`src/design/csrh_pkg.sv`:
```
package csrh_pkg;
  // -------------------------------------------
  // device byte map
  // -------------------------------------------
  localparam logic [2:0] A_CTL  = 3'h0;
  localparam logic [2:0] A_MNT  = 3'h1;
  localparam logic [2:0] A_CMD  = 3'h2;
  localparam logic [2:0] A_TRIB = 3'h3;
  localparam logic [2:0] A_D4   = 3'h4;
  localparam logic [2:0] A_D7   = 3'h7;
  localparam int B_IEI = 0;
  localparam int B_IEO = 4;
  localparam int B_RQI = 7;
  localparam int B_MC  = 6;
  localparam int B_RUN = 7;
  localparam int B_EXT = 3;
  localparam int B_RDI = 4;
  localparam int B_RDO = 7;
  localparam logic [7:0] DIAG_OK4    = 8'h1b;
  localparam logic [7:0] DIAG_OK6    = 8'hc5;
  localparam logic [2:0] CMD_CONTROL = 3'h1;
  localparam logic [2:0] KEY_NONE    = 3'h0;
  localparam int unsigned INIT_CYCLES = 16;
  // -------------------------------------------
  // host register map
  // -------------------------------------------
  localparam logic [7:0] R_CTRL  = 8'h00;
  localparam logic [7:0] R_CMD   = 8'h04;
  localparam logic [7:0] R_CLOW  = 8'h08;
  localparam logic [7:0] R_CHIGH = 8'h0c;
  localparam logic [7:0] R_STAT  = 8'h10;
  localparam logic [7:0] R_RSP   = 8'h14;
  localparam logic [7:0] R_RLOW  = 8'h18;
  localparam logic [7:0] R_RHIGH = 8'h1c;
  localparam logic [7:0] R_ISTAT = 8'h20;
  localparam logic [7:0] R_IMASK = 8'h24;
  localparam int I_START = 0;
  localparam int I_CMD   = 1;
  localparam int I_RSP   = 2;
  localparam logic [1:0] RESP_OKAY   = 2'b00;
  localparam logic [1:0] RESP_SLVERR = 2'b10;
endpackage : csrh_pkg

```
`src/design/csrh_if.sv`:
```
`timescale 1ns/1ps
interface csrh_if;
  logic       csr_sel;
  logic       csr_we;
  logic [2:0] csr_addr;
  logic [7:0] csr_wdata;
  logic [7:0] csr_rdata;
  logic       irq_in;
  logic       irq_out;
  modport dev  (input csr_sel, csr_we, csr_addr, csr_wdata, output csr_rdata, irq_in, irq_out);
  modport host (output csr_sel, csr_we, csr_addr, csr_wdata, input csr_rdata, irq_in, irq_out);
endinterface : csrh_if

```
`src/design/csrh_host.sv`:
```
`timescale 1ns/1ps
module csrh_host (
  input  wire logic        aclk,
  input  wire logic        aresetn,
  input  wire logic        ce,
  input  wire logic [7:0]  s_axi_awaddr,
  input  wire logic        s_axi_awvalid,
  output logic             s_axi_awready,
  input  wire logic [31:0] s_axi_wdata,
  input  wire logic [3:0]  s_axi_wstrb,
  input  wire logic        s_axi_wvalid,
  output logic             s_axi_wready,
  output logic [1:0]       s_axi_bresp,
  output logic             s_axi_bvalid,
  input  wire logic        s_axi_bready,
  input  wire logic [7:0]  s_axi_araddr,
  input  wire logic        s_axi_arvalid,
  output logic             s_axi_arready,
  output logic [31:0]      s_axi_rdata,
  output logic [1:0]       s_axi_rresp,
  output logic             s_axi_rvalid,
  input  wire logic        s_axi_rready,
  output logic             irq,
  csrh_if.host             bus
);
  // -------------------------------------------
  // state
  // -------------------------------------------
  typedef enum logic [3:0] {
    H_IDLE, H_MC, H_POLL, H_IEO, H_DIAG, H_REQ, H_WAIT, H_DATA, H_RQI, H_CODE, H_RSP, H_RDO
  } csrh_hst_t;

  typedef struct packed {
    csrh_hst_t       st;
    logic [1:0]      ph;
    logic [2:0]      idx;
    logic [7:0][7:0] rb;
    logic            go;
    logic            series;
    logic            rqs;
    logic [3:0]      cmd;
    logic [15:0]     clow;
    logic [15:0]     chigh;
    logic            started;
    logic [2:0]      istat;
    logic [2:0]      imask;
    logic            aw_ok;
    logic [7:0]      aw_a;
    logic            w_ok;
    logic [31:0]     w_d;
    logic            bv;
    logic [1:0]      br;
    logic            rv;
    logic [33:0]     rr;
    logic            sel;
    logic            we;
    logic [2:0]      addr;
    logic [7:0]      wd;
  } csrh_hstate_t;

  localparam logic [7:0] EN_BOTH = 8'h11;
  localparam logic [7:0] EN_REQ  = 8'h91;

  csrh_hstate_t s_ff;
  csrh_hstate_t nxt_s;
  logic [2:0]   iset;
  logic         rclr;
  logic         done;
  logic         diag_ok;
  logic [33:0]  aw_look;

  assign diag_ok = s_ff.started & (s_ff.rb[4] == csrh_pkg::DIAG_OK4) & (s_ff.rb[6] == csrh_pkg::DIAG_OK6);

  function automatic logic [33:0] csrh_rd(input csrh_hstate_t s, input logic ok, input logic [7:0] a);
    logic [33:0] r;
    r = {csrh_pkg::RESP_OKAY, 32'h0000_0000};
    case (a)
      csrh_pkg::R_CMD:   r[3:0] = s.cmd;
      csrh_pkg::R_CLOW:  r[15:0] = s.clow;
      csrh_pkg::R_CHIGH: r[15:0] = s.chigh;
      csrh_pkg::R_STAT:  r[23:0] = {s.rb[4], s.rb[6], 5'h00, ok, s.go, s.started};
      csrh_pkg::R_RSP:   r[15:0] = {s.rb[3], 5'h00, s.rb[2][2:0]};
      csrh_pkg::R_RLOW:  r[15:0] = {s.rb[5], s.rb[4]};
      csrh_pkg::R_RHIGH: r[15:0] = {s.rb[7], s.rb[6]};
      csrh_pkg::R_ISTAT: r[2:0] = s.istat;
      csrh_pkg::R_IMASK: r[2:0] = s.imask;
      csrh_pkg::R_CTRL:  r[2:0] = 3'h0;
      default:           r[33:32] = csrh_pkg::RESP_SLVERR;
    endcase
    return r;
  endfunction : csrh_rd

  // write response code comes from the same decode as reads
  assign aw_look = csrh_rd(s_ff, diag_ok, s_ff.aw_a);

  // -------------------------------------------
  // next state
  // -------------------------------------------
  always_comb begin
    nxt_s     = s_ff;
    nxt_s.sel = 1'b0;
    nxt_s.we  = 1'b0;
    iset      = 3'h0;
    rclr      = 1'b0;
    done      = (s_ff.ph == 2'h2);
    // axi write channels, taken in either order
    if (s_axi_awvalid && s_axi_awready) begin
      nxt_s.aw_ok = 1'b1;
      nxt_s.aw_a  = s_axi_awaddr;
    end
    if (s_axi_wvalid && s_axi_wready) begin
      nxt_s.w_ok = 1'b1;
      nxt_s.w_d  = s_axi_wdata;
    end
    if (s_ff.aw_ok && s_ff.w_ok) begin
      nxt_s.aw_ok = 1'b0;
      nxt_s.w_ok  = 1'b0;
      nxt_s.bv    = 1'b1;
      nxt_s.br    = aw_look[33:32];
      case (s_ff.aw_a)
        csrh_pkg::R_CTRL: begin
          if (s_ff.w_d[0] && s_ff.st == H_IDLE) begin
            nxt_s.st      = H_MC;
            nxt_s.ph      = 2'h0;
            nxt_s.started = 1'b0;
            nxt_s.go      = 1'b0;
            nxt_s.rqs     = 1'b0;
          end else if (s_ff.w_d[1] && s_ff.started && !s_ff.go) begin
            nxt_s.go     = 1'b1;
            nxt_s.series = s_ff.w_d[2];
          end
        end
        csrh_pkg::R_CMD:   nxt_s.cmd = s_ff.w_d[3:0];
        csrh_pkg::R_CLOW:  nxt_s.clow = s_ff.w_d[15:0];
        csrh_pkg::R_CHIGH: nxt_s.chigh = s_ff.w_d[15:0];
        csrh_pkg::R_IMASK: nxt_s.imask = s_ff.w_d[2:0];
        default: nxt_s.bv = 1'b1;
      endcase
    end
    if (s_ff.bv && s_axi_bready) begin
      nxt_s.bv = 1'b0;
    end
    if (s_axi_arvalid && s_axi_arready) begin
      nxt_s.rv = 1'b1;
      nxt_s.rr = csrh_rd(s_ff, diag_ok, s_axi_araddr);
      rclr     = (s_axi_araddr == csrh_pkg::R_ISTAT);
    end
    if (s_ff.rv && s_axi_rready) begin
      nxt_s.rv = 1'b0;
    end
    // each device access is issue, wait, act
    if (s_ff.st != H_IDLE && s_ff.st != H_WAIT) begin
      nxt_s.ph = done ? 2'h0 : s_ff.ph + 2'h1;
    end
    if (s_ff.ph == 2'h0) begin
      nxt_s.sel = (s_ff.st != H_IDLE) && (s_ff.st != H_WAIT);
      nxt_s.addr = s_ff.idx;
    end
    case (s_ff.st)
      H_IDLE: begin
        if (bus.irq_out) begin
          nxt_s.st  = H_RSP;
          nxt_s.idx = csrh_pkg::A_CMD;
        end else if (s_ff.go) begin
          nxt_s.st  = s_ff.rqs ? H_WAIT : H_REQ;
          nxt_s.idx = csrh_pkg::A_CTL;
        end
      end
      H_MC: begin
        nxt_s.we  = 1'b1;
        nxt_s.wd  = 8'h40;
        nxt_s.idx = csrh_pkg::A_MNT;
        nxt_s.addr = csrh_pkg::A_MNT;
        if (done) nxt_s.st = H_POLL;
      end
      H_POLL: begin
        if (done && bus.csr_rdata[csrh_pkg::B_RUN]) begin
          nxt_s.st  = H_IEO;
          nxt_s.idx = csrh_pkg::A_CTL;
        end
      end
      H_IEO: begin
        nxt_s.we = 1'b1;
        nxt_s.wd = EN_BOTH;
        if (done) begin
          nxt_s.st  = H_DIAG;
          nxt_s.idx = csrh_pkg::A_D4;
        end
      end
      H_DIAG: begin
        if (done) begin
          nxt_s.rb[s_ff.idx] = bus.csr_rdata;
          nxt_s.idx          = s_ff.idx + 3'h1;
          if (s_ff.idx == csrh_pkg::A_D7) begin
            nxt_s.st      = H_IDLE;
            nxt_s.started = 1'b1;
            iset[csrh_pkg::I_START] = 1'b1;
          end
        end
      end
      H_REQ: begin
        nxt_s.we = 1'b1;
        nxt_s.wd = EN_REQ;
        if (done) begin
          nxt_s.st  = H_WAIT;
          nxt_s.rqs = 1'b1;
        end
      end
      H_WAIT: begin
        if (bus.irq_out) begin
          nxt_s.st  = H_RSP;
          nxt_s.idx = csrh_pkg::A_CMD;
        end else if (bus.irq_in) begin
          nxt_s.st  = H_DATA;
          nxt_s.idx = csrh_pkg::A_D4;
        end
      end
      H_DATA: begin
        nxt_s.we = 1'b1;
        nxt_s.wd = s_ff.idx[1] ? s_ff.chigh[8*s_ff.idx[0] +: 8] : s_ff.clow[8*s_ff.idx[0] +: 8];
        if (done) begin
          nxt_s.idx = s_ff.idx + 3'h1;
          if (s_ff.idx == csrh_pkg::A_D7) begin
            nxt_s.st  = s_ff.series ? H_CODE : H_RQI;
            nxt_s.idx = s_ff.series ? csrh_pkg::A_CMD : csrh_pkg::A_CTL;
          end
        end
      end
      H_RQI: begin
        nxt_s.we = 1'b1;
        nxt_s.wd = EN_BOTH;
        if (done) begin
          nxt_s.st  = H_CODE;
          nxt_s.rqs = 1'b0;
          nxt_s.idx = csrh_pkg::A_CMD;
        end
      end
      H_CODE: begin
        nxt_s.we = 1'b1;
        nxt_s.wd = {4'h0, s_ff.cmd};
        if (done) begin
          nxt_s.st = H_IDLE;
          nxt_s.go = 1'b0;
          iset[csrh_pkg::I_CMD] = 1'b1;
        end
      end
      H_RSP: begin
        if (done) begin
          nxt_s.rb[s_ff.idx] = bus.csr_rdata;
          nxt_s.idx          = s_ff.idx + 3'h1;
          if (s_ff.idx == csrh_pkg::A_D7) begin
            nxt_s.st  = H_RDO;
            nxt_s.idx = csrh_pkg::A_CMD;
          end
        end
      end
      H_RDO: begin
        nxt_s.we = 1'b1;
        nxt_s.wd = 8'h00;
        if (done) begin
          nxt_s.st = H_IDLE;
          iset[csrh_pkg::I_RSP] = 1'b1;
        end
      end
      default: nxt_s.st = H_IDLE;
    endcase
    // set wins over clear-on-read
    nxt_s.istat = (rclr ? 3'h0 : s_ff.istat) | iset;
  end

  always_ff @(posedge aclk) begin
    if (!aresetn) begin
      s_ff <= '0;
    end else if (ce) begin
      s_ff <= nxt_s;
    end
  end

  // -------------------------------------------
  // outputs
  // -------------------------------------------
  assign s_axi_awready = ~s_ff.aw_ok & ~s_ff.bv;
  assign s_axi_wready  = ~s_ff.w_ok & ~s_ff.bv;
  assign s_axi_bvalid  = s_ff.bv;
  assign s_axi_bresp   = s_ff.br;
  assign s_axi_arready = ~s_ff.rv;
  assign s_axi_rvalid  = s_ff.rv;
  assign s_axi_rdata   = s_ff.rr[31:0];
  assign s_axi_rresp   = s_ff.rr[33:32];
  assign irq           = |(s_ff.istat & s_ff.imask);
  assign bus.csr_sel   = s_ff.sel;
  assign bus.csr_we    = s_ff.we & s_ff.sel;
  assign bus.csr_addr  = s_ff.addr;
  assign bus.csr_wdata = s_ff.wd;
endmodule : csrh_host

```
`src/flat_wrapper.sv`:
```
// flat-port wrapper written by rule: the top's interface ports become plain ports
module csrh_host_flat 
  (aclk, aresetn, ce, s_axi_awaddr, s_axi_awvalid, s_axi_awready, s_axi_wdata, s_axi_wstrb, s_axi_wvalid, s_axi_wready, s_axi_bresp, s_axi_bvalid, s_axi_bready, s_axi_araddr, s_axi_arvalid, s_axi_arready, s_axi_rdata, s_axi_rresp, s_axi_rvalid, s_axi_rready, irq, bus_csr_sel, bus_csr_we, bus_csr_addr, bus_csr_wdata, bus_csr_rdata, bus_irq_in, bus_irq_out);
  csrh_if bus_i ();
  input  wire logic aclk;
  input  wire logic aresetn;
  input  wire logic ce;
  input  wire logic [7:0] s_axi_awaddr;
  input  wire logic s_axi_awvalid;
  output logic s_axi_awready;
  input  wire logic [31:0] s_axi_wdata;
  input  wire logic [3:0] s_axi_wstrb;
  input  wire logic s_axi_wvalid;
  output logic s_axi_wready;
  output logic [1:0] s_axi_bresp;
  output logic s_axi_bvalid;
  input  wire logic s_axi_bready;
  input  wire logic [7:0] s_axi_araddr;
  input  wire logic s_axi_arvalid;
  output logic s_axi_arready;
  output logic [31:0] s_axi_rdata;
  output logic [1:0] s_axi_rresp;
  output logic s_axi_rvalid;
  input  wire logic s_axi_rready;
  output logic irq;
  output wire logic [$bits(bus_i.csr_sel)-1:0] bus_csr_sel;
  output wire logic [$bits(bus_i.csr_we)-1:0] bus_csr_we;
  output wire logic [$bits(bus_i.csr_addr)-1:0] bus_csr_addr;
  output wire logic [$bits(bus_i.csr_wdata)-1:0] bus_csr_wdata;
  input wire logic [$bits(bus_i.csr_rdata)-1:0] bus_csr_rdata;
  input wire logic [$bits(bus_i.irq_in)-1:0] bus_irq_in;
  input wire logic [$bits(bus_i.irq_out)-1:0] bus_irq_out;
  assign bus_csr_sel = bus_i.csr_sel;
  assign bus_csr_we = bus_i.csr_we;
  assign bus_csr_addr = bus_i.csr_addr;
  assign bus_csr_wdata = bus_i.csr_wdata;
  assign bus_i.csr_rdata = bus_csr_rdata;
  assign bus_i.irq_in = bus_irq_in;
  assign bus_i.irq_out = bus_irq_out;
  csrh_host u_core (.aclk(aclk), .aresetn(aresetn), .ce(ce), .s_axi_awaddr(s_axi_awaddr), .s_axi_awvalid(s_axi_awvalid), .s_axi_awready(s_axi_awready), .s_axi_wdata(s_axi_wdata), .s_axi_wstrb(s_axi_wstrb), .s_axi_wvalid(s_axi_wvalid), .s_axi_wready(s_axi_wready), .s_axi_bresp(s_axi_bresp), .s_axi_bvalid(s_axi_bvalid), .s_axi_bready(s_axi_bready), .s_axi_araddr(s_axi_araddr), .s_axi_arvalid(s_axi_arvalid), .s_axi_arready(s_axi_arready), .s_axi_rdata(s_axi_rdata), .s_axi_rresp(s_axi_rresp), .s_axi_rvalid(s_axi_rvalid), .s_axi_rready(s_axi_rready), .irq(irq), .bus(bus_i));
endmodule
```
`config.mk`:
```
export PLATFORM = sky130hd
export DESIGN_NAME = csrh_host_flat
export DESIGN_NICKNAME = d
export VERILOG_FILES = /design/src/design/csrh_pkg.sv /design/src/design/csrh_if.sv /design/src/design/csrh_host.sv /design/src/flat_wrapper.sv
export SDC_FILE = /design/constraint.sdc
export NUM_CORES = 1
export LEC_CHECK = 0
export ABC_AREA = 1
export BUFFER_PORTS_ARGS = -buffer_cell sky130_fd_sc_hd__buf_4
export CORE_ASPECT_RATIO = 0.8
export CORE_MARGIN = 2
export CORE_UTILIZATION = 61
export DETAILED_ROUTE_END_ITERATION = 10
export GPL_TIMING_DRIVEN = 0
export PLACE_DENSITY = 0.85
export SLEW_MARGIN = 0
export SYNTH_ARGS = -nofsm -noshare
export SYNTH_HDL_FRONTEND = slang
export SYNTH_SLANG_ARGS = --single-unit
```
`constraint.sdc`:
```
create_clock -name aclk -period 3.8 [get_ports aclk]
set_clock_uncertainty 0.2 [all_clocks]
set_input_delay 0.38 -clock aclk [delete_from_list [all_inputs] [get_ports aclk]]
set_output_delay 0.38 -clock aclk [all_outputs]
set_load 0.005 [all_outputs]
```
==> results.toml <==
[clocking]
cts_max_path_buffers = 2
cts.sink_count = 165
cts_tree = "built"
htreeDepth = 4
clkSlewWorstSetupHoldPaths_ns = 0.06
post_cts_resize_count = 0
clockRootBuffer = "clkbuf_16"
post-cts-setup-buffers = 0
numCtsBuffers = 17
clkLatencyLatePin_ns = 0.43

[power_and_ir_drop]
finalPower_mw = 3.875
p_per_area_nw_per_um2 = 409.7
cellLeakagePower_nw = 3.823
ir_drop_mv = 0.3253

[sta]
setup_ws_ns = 1.468
tightest_slew_ns = 0.7435
slew_headroom = 0.5043
rsz0062_at_grt = "no"
fmax_mhz = 428.8
setup_viol = 0
final-max-slew-violation-count = 0
hold_viol = 1
holdWs_ns = -0.002463
period_needed_ns = 2.332
fin_crit_sh = 0.6136
tns_ns = 0

[finish]
area_growth_pct = 18.83
final_common_cell = "dfxtp_1"
drive_gt1_frac = 0.1696
antenna_cells = 0
fin_cells = 1425
layout_common_cells = "165 x dfxtp_1, 145 x a21oi_1, 143 x nand2_1"
final_nets = 1310

[critical_path]
r2r-start = "u_core.s_axi_rvalid"
cp-start-kind = "register"
crit_type = "reg2reg"
path_cells = "inv_1 > nand3_1 > inv_1 > clkbuf_1 > o21ai_0 > a21oi_1"
endpoint_kind = "register"
cp_slowest_cell = "inv_1"
path_max_fanout = 10
cp-startpoint = "u_core.s_axi_rvalid"
cpPeakStageDelay_ns = 0.49
arrival_ns = 2.49
crit_top_cell = "inv_1"
crit_required_ns = 3.96

[yosys]
ys_ff_latch = 165
synth_area_leaders = "dfxtp_1 41%, a21oi_1 9.1%, o21ai_0 8.2%, nand2_1 6.7%, inv_1 6.0%"
synth_edf_count = 0
synth_cells = 1117
yosys_warnings = 0
ys_async_sr_fraction = 0
syn_area_per_cell_um2 = 7.126
synthDistinctLibCells = 37
syn_area_um2 = 7960
ys_seq_area_frac = 0.4150
synth_top_area_cell = "dfxtp_1"
yosys.area.top_type_share = 0.4150
synth_ff_type = "dfxtp_1"

[die]
io_pins = 125
die_h_um = 106.2
rows = 37
die-area_um2 = 13980
die_w_um = 131.7
floorplan.initialDensity = 0.6230
core_um2 = 12780

[route]
dr.pass1.iters = 8
route.met3.wl_um = 3109
antenna_left = 0
drt_iter0_markers = 1121
vias = 8196
wire_per_inst_um = 17.52
wl_met2_um = 10150
avgViaCountPerCell = 5.752
wl_met1_um = 11050
highest_layer = "met4"
wl_um = 24970
drc = 0

[global_route]
overflow = 0
grt_max_degree = 17
grt_pass1_wl_um = 38690
first_global_vias = 7475
track_usage = 0.3547
antenna_found_initial = 0

[hold_path]
min_from = "s_axi_awaddr[1]"
worstHoldPathType = "in2reg"

[place]
port_buffers = 92
place_congestion = 1.018
dp_cells = 1393
place_hpwl_um = 18350
dp_slack_ns = 1.409

[outcome]
violations = "hold timing"
status = "complete, but fails checks"

[run]
maxCapViolations = 0
[path summary, 6_finish.rpt]
| check | endpoint | slack (ns) | cells after the start |
|---|---|---|---|
| worst max-delay path | u_core.s_axi_rdata[11] | 1.47 | 6 |
| worst min-delay path | u_core.s_ff[85] | -0.002 | 3 |
| worst max register to register | u_core.s_axi_rdata[11] | 1.47 | 6 |
| worst min register to register | u_core.s_ff[182] | 0.25 | 2 |
[sequential cells by signal, summed over array words and instances (netlist names)]
| signal | flops |
|---|---|
| u_core.bus.csr_addr | 3 |
| u_core.bus.csr_sel | 1 |
| u_core.bus.csr_wdata | 8 |
| u_core.s_axi_bresp | 1 |
| u_core.s_axi_bvalid | 1 |
| u_core.s_axi_rdata | 24 |
| u_core.s_axi_rresp | 1 |
| u_core.s_axi_rvalid | 1 |
| u_core.s_ff | 125 |
[layer usage]
| layer | vias to the layer above | GRT usage |
|---|---|---|
| met1 | 3740 | 0.5088 |
| li1 | 3921 | - |
| met2 | 477 | 0.5097 |
| met5 | - | 0 |
| met4 | 0 | 0.1351 |
| met3 | 58 | 0.09442 |
[critical path, delay by kind of cell (launching register included)]
family                 cells  cell delay, ns
and+or+nand+nor            1            0.36
AOI/OAI and AO/OA          2            0.32
buffers and inverters      3            1.06
DFF                        1            0.32
[area by class of cell]
type	instances	area [um^2]
Timing Repair Buffer	93	700.7
Multi-Input combinational cell	727	3578
Clock inverter	7	73.82
Fill cell	1069	3318
Tap cell	175	219.0
Buffer	97	598.1
Sequential cell	165	3303
Clock buffer	24	471.7
Inverter	137	514.2
[through the flow]
stage               utilization  hold slack (ns)  instance area [um^2]
finish                   0.7403        -0.002463                  9459
global route             0.7403          0.03275                  9459
CTS                      0.7403        0.0006373                  9459
detailed placement       0.6968           0.2411                  8904
global placement         0.6968           0.2338                  8904
floorplan                     -           0.2239                  7994
[timing repair]
action | CTS | global route
hold endpoints to repair | 1 | 0
hold buffers | 1 | 0
endpoints found under the setup margin | 0 | 0
[power breakdown]
part | switching [mW] | internal [mW]
combinational | 0.268 | 0.162
clock | 0.701 | 0.934
sequential | 0.0335 | 1.78
total | 1.00 | 2.87
[cells in the mapped netlist, types with 10 or more instances]
library cell  count
inv_1           128
o22ai_1          19
o21ai_0         131
nand3_1          54
a21oi_1         145
dfxtp_1         165
a211oi_1         36
nor2_1          126
clkbuf_1         31
buf_4            49
nand2_1         143
buf_2            10
nand2_2          10
[cell families after synthesis]
group | share of synthesized area
buffers and inverters | 0.1397
and+or+nand+nor | 0.1982
other | 0.0004711
AOI/OAI and AO/OA | 0.2435
adders and majority gates | 0.003143
DFF | 0.4150
(Power assumes the default switching activity.)
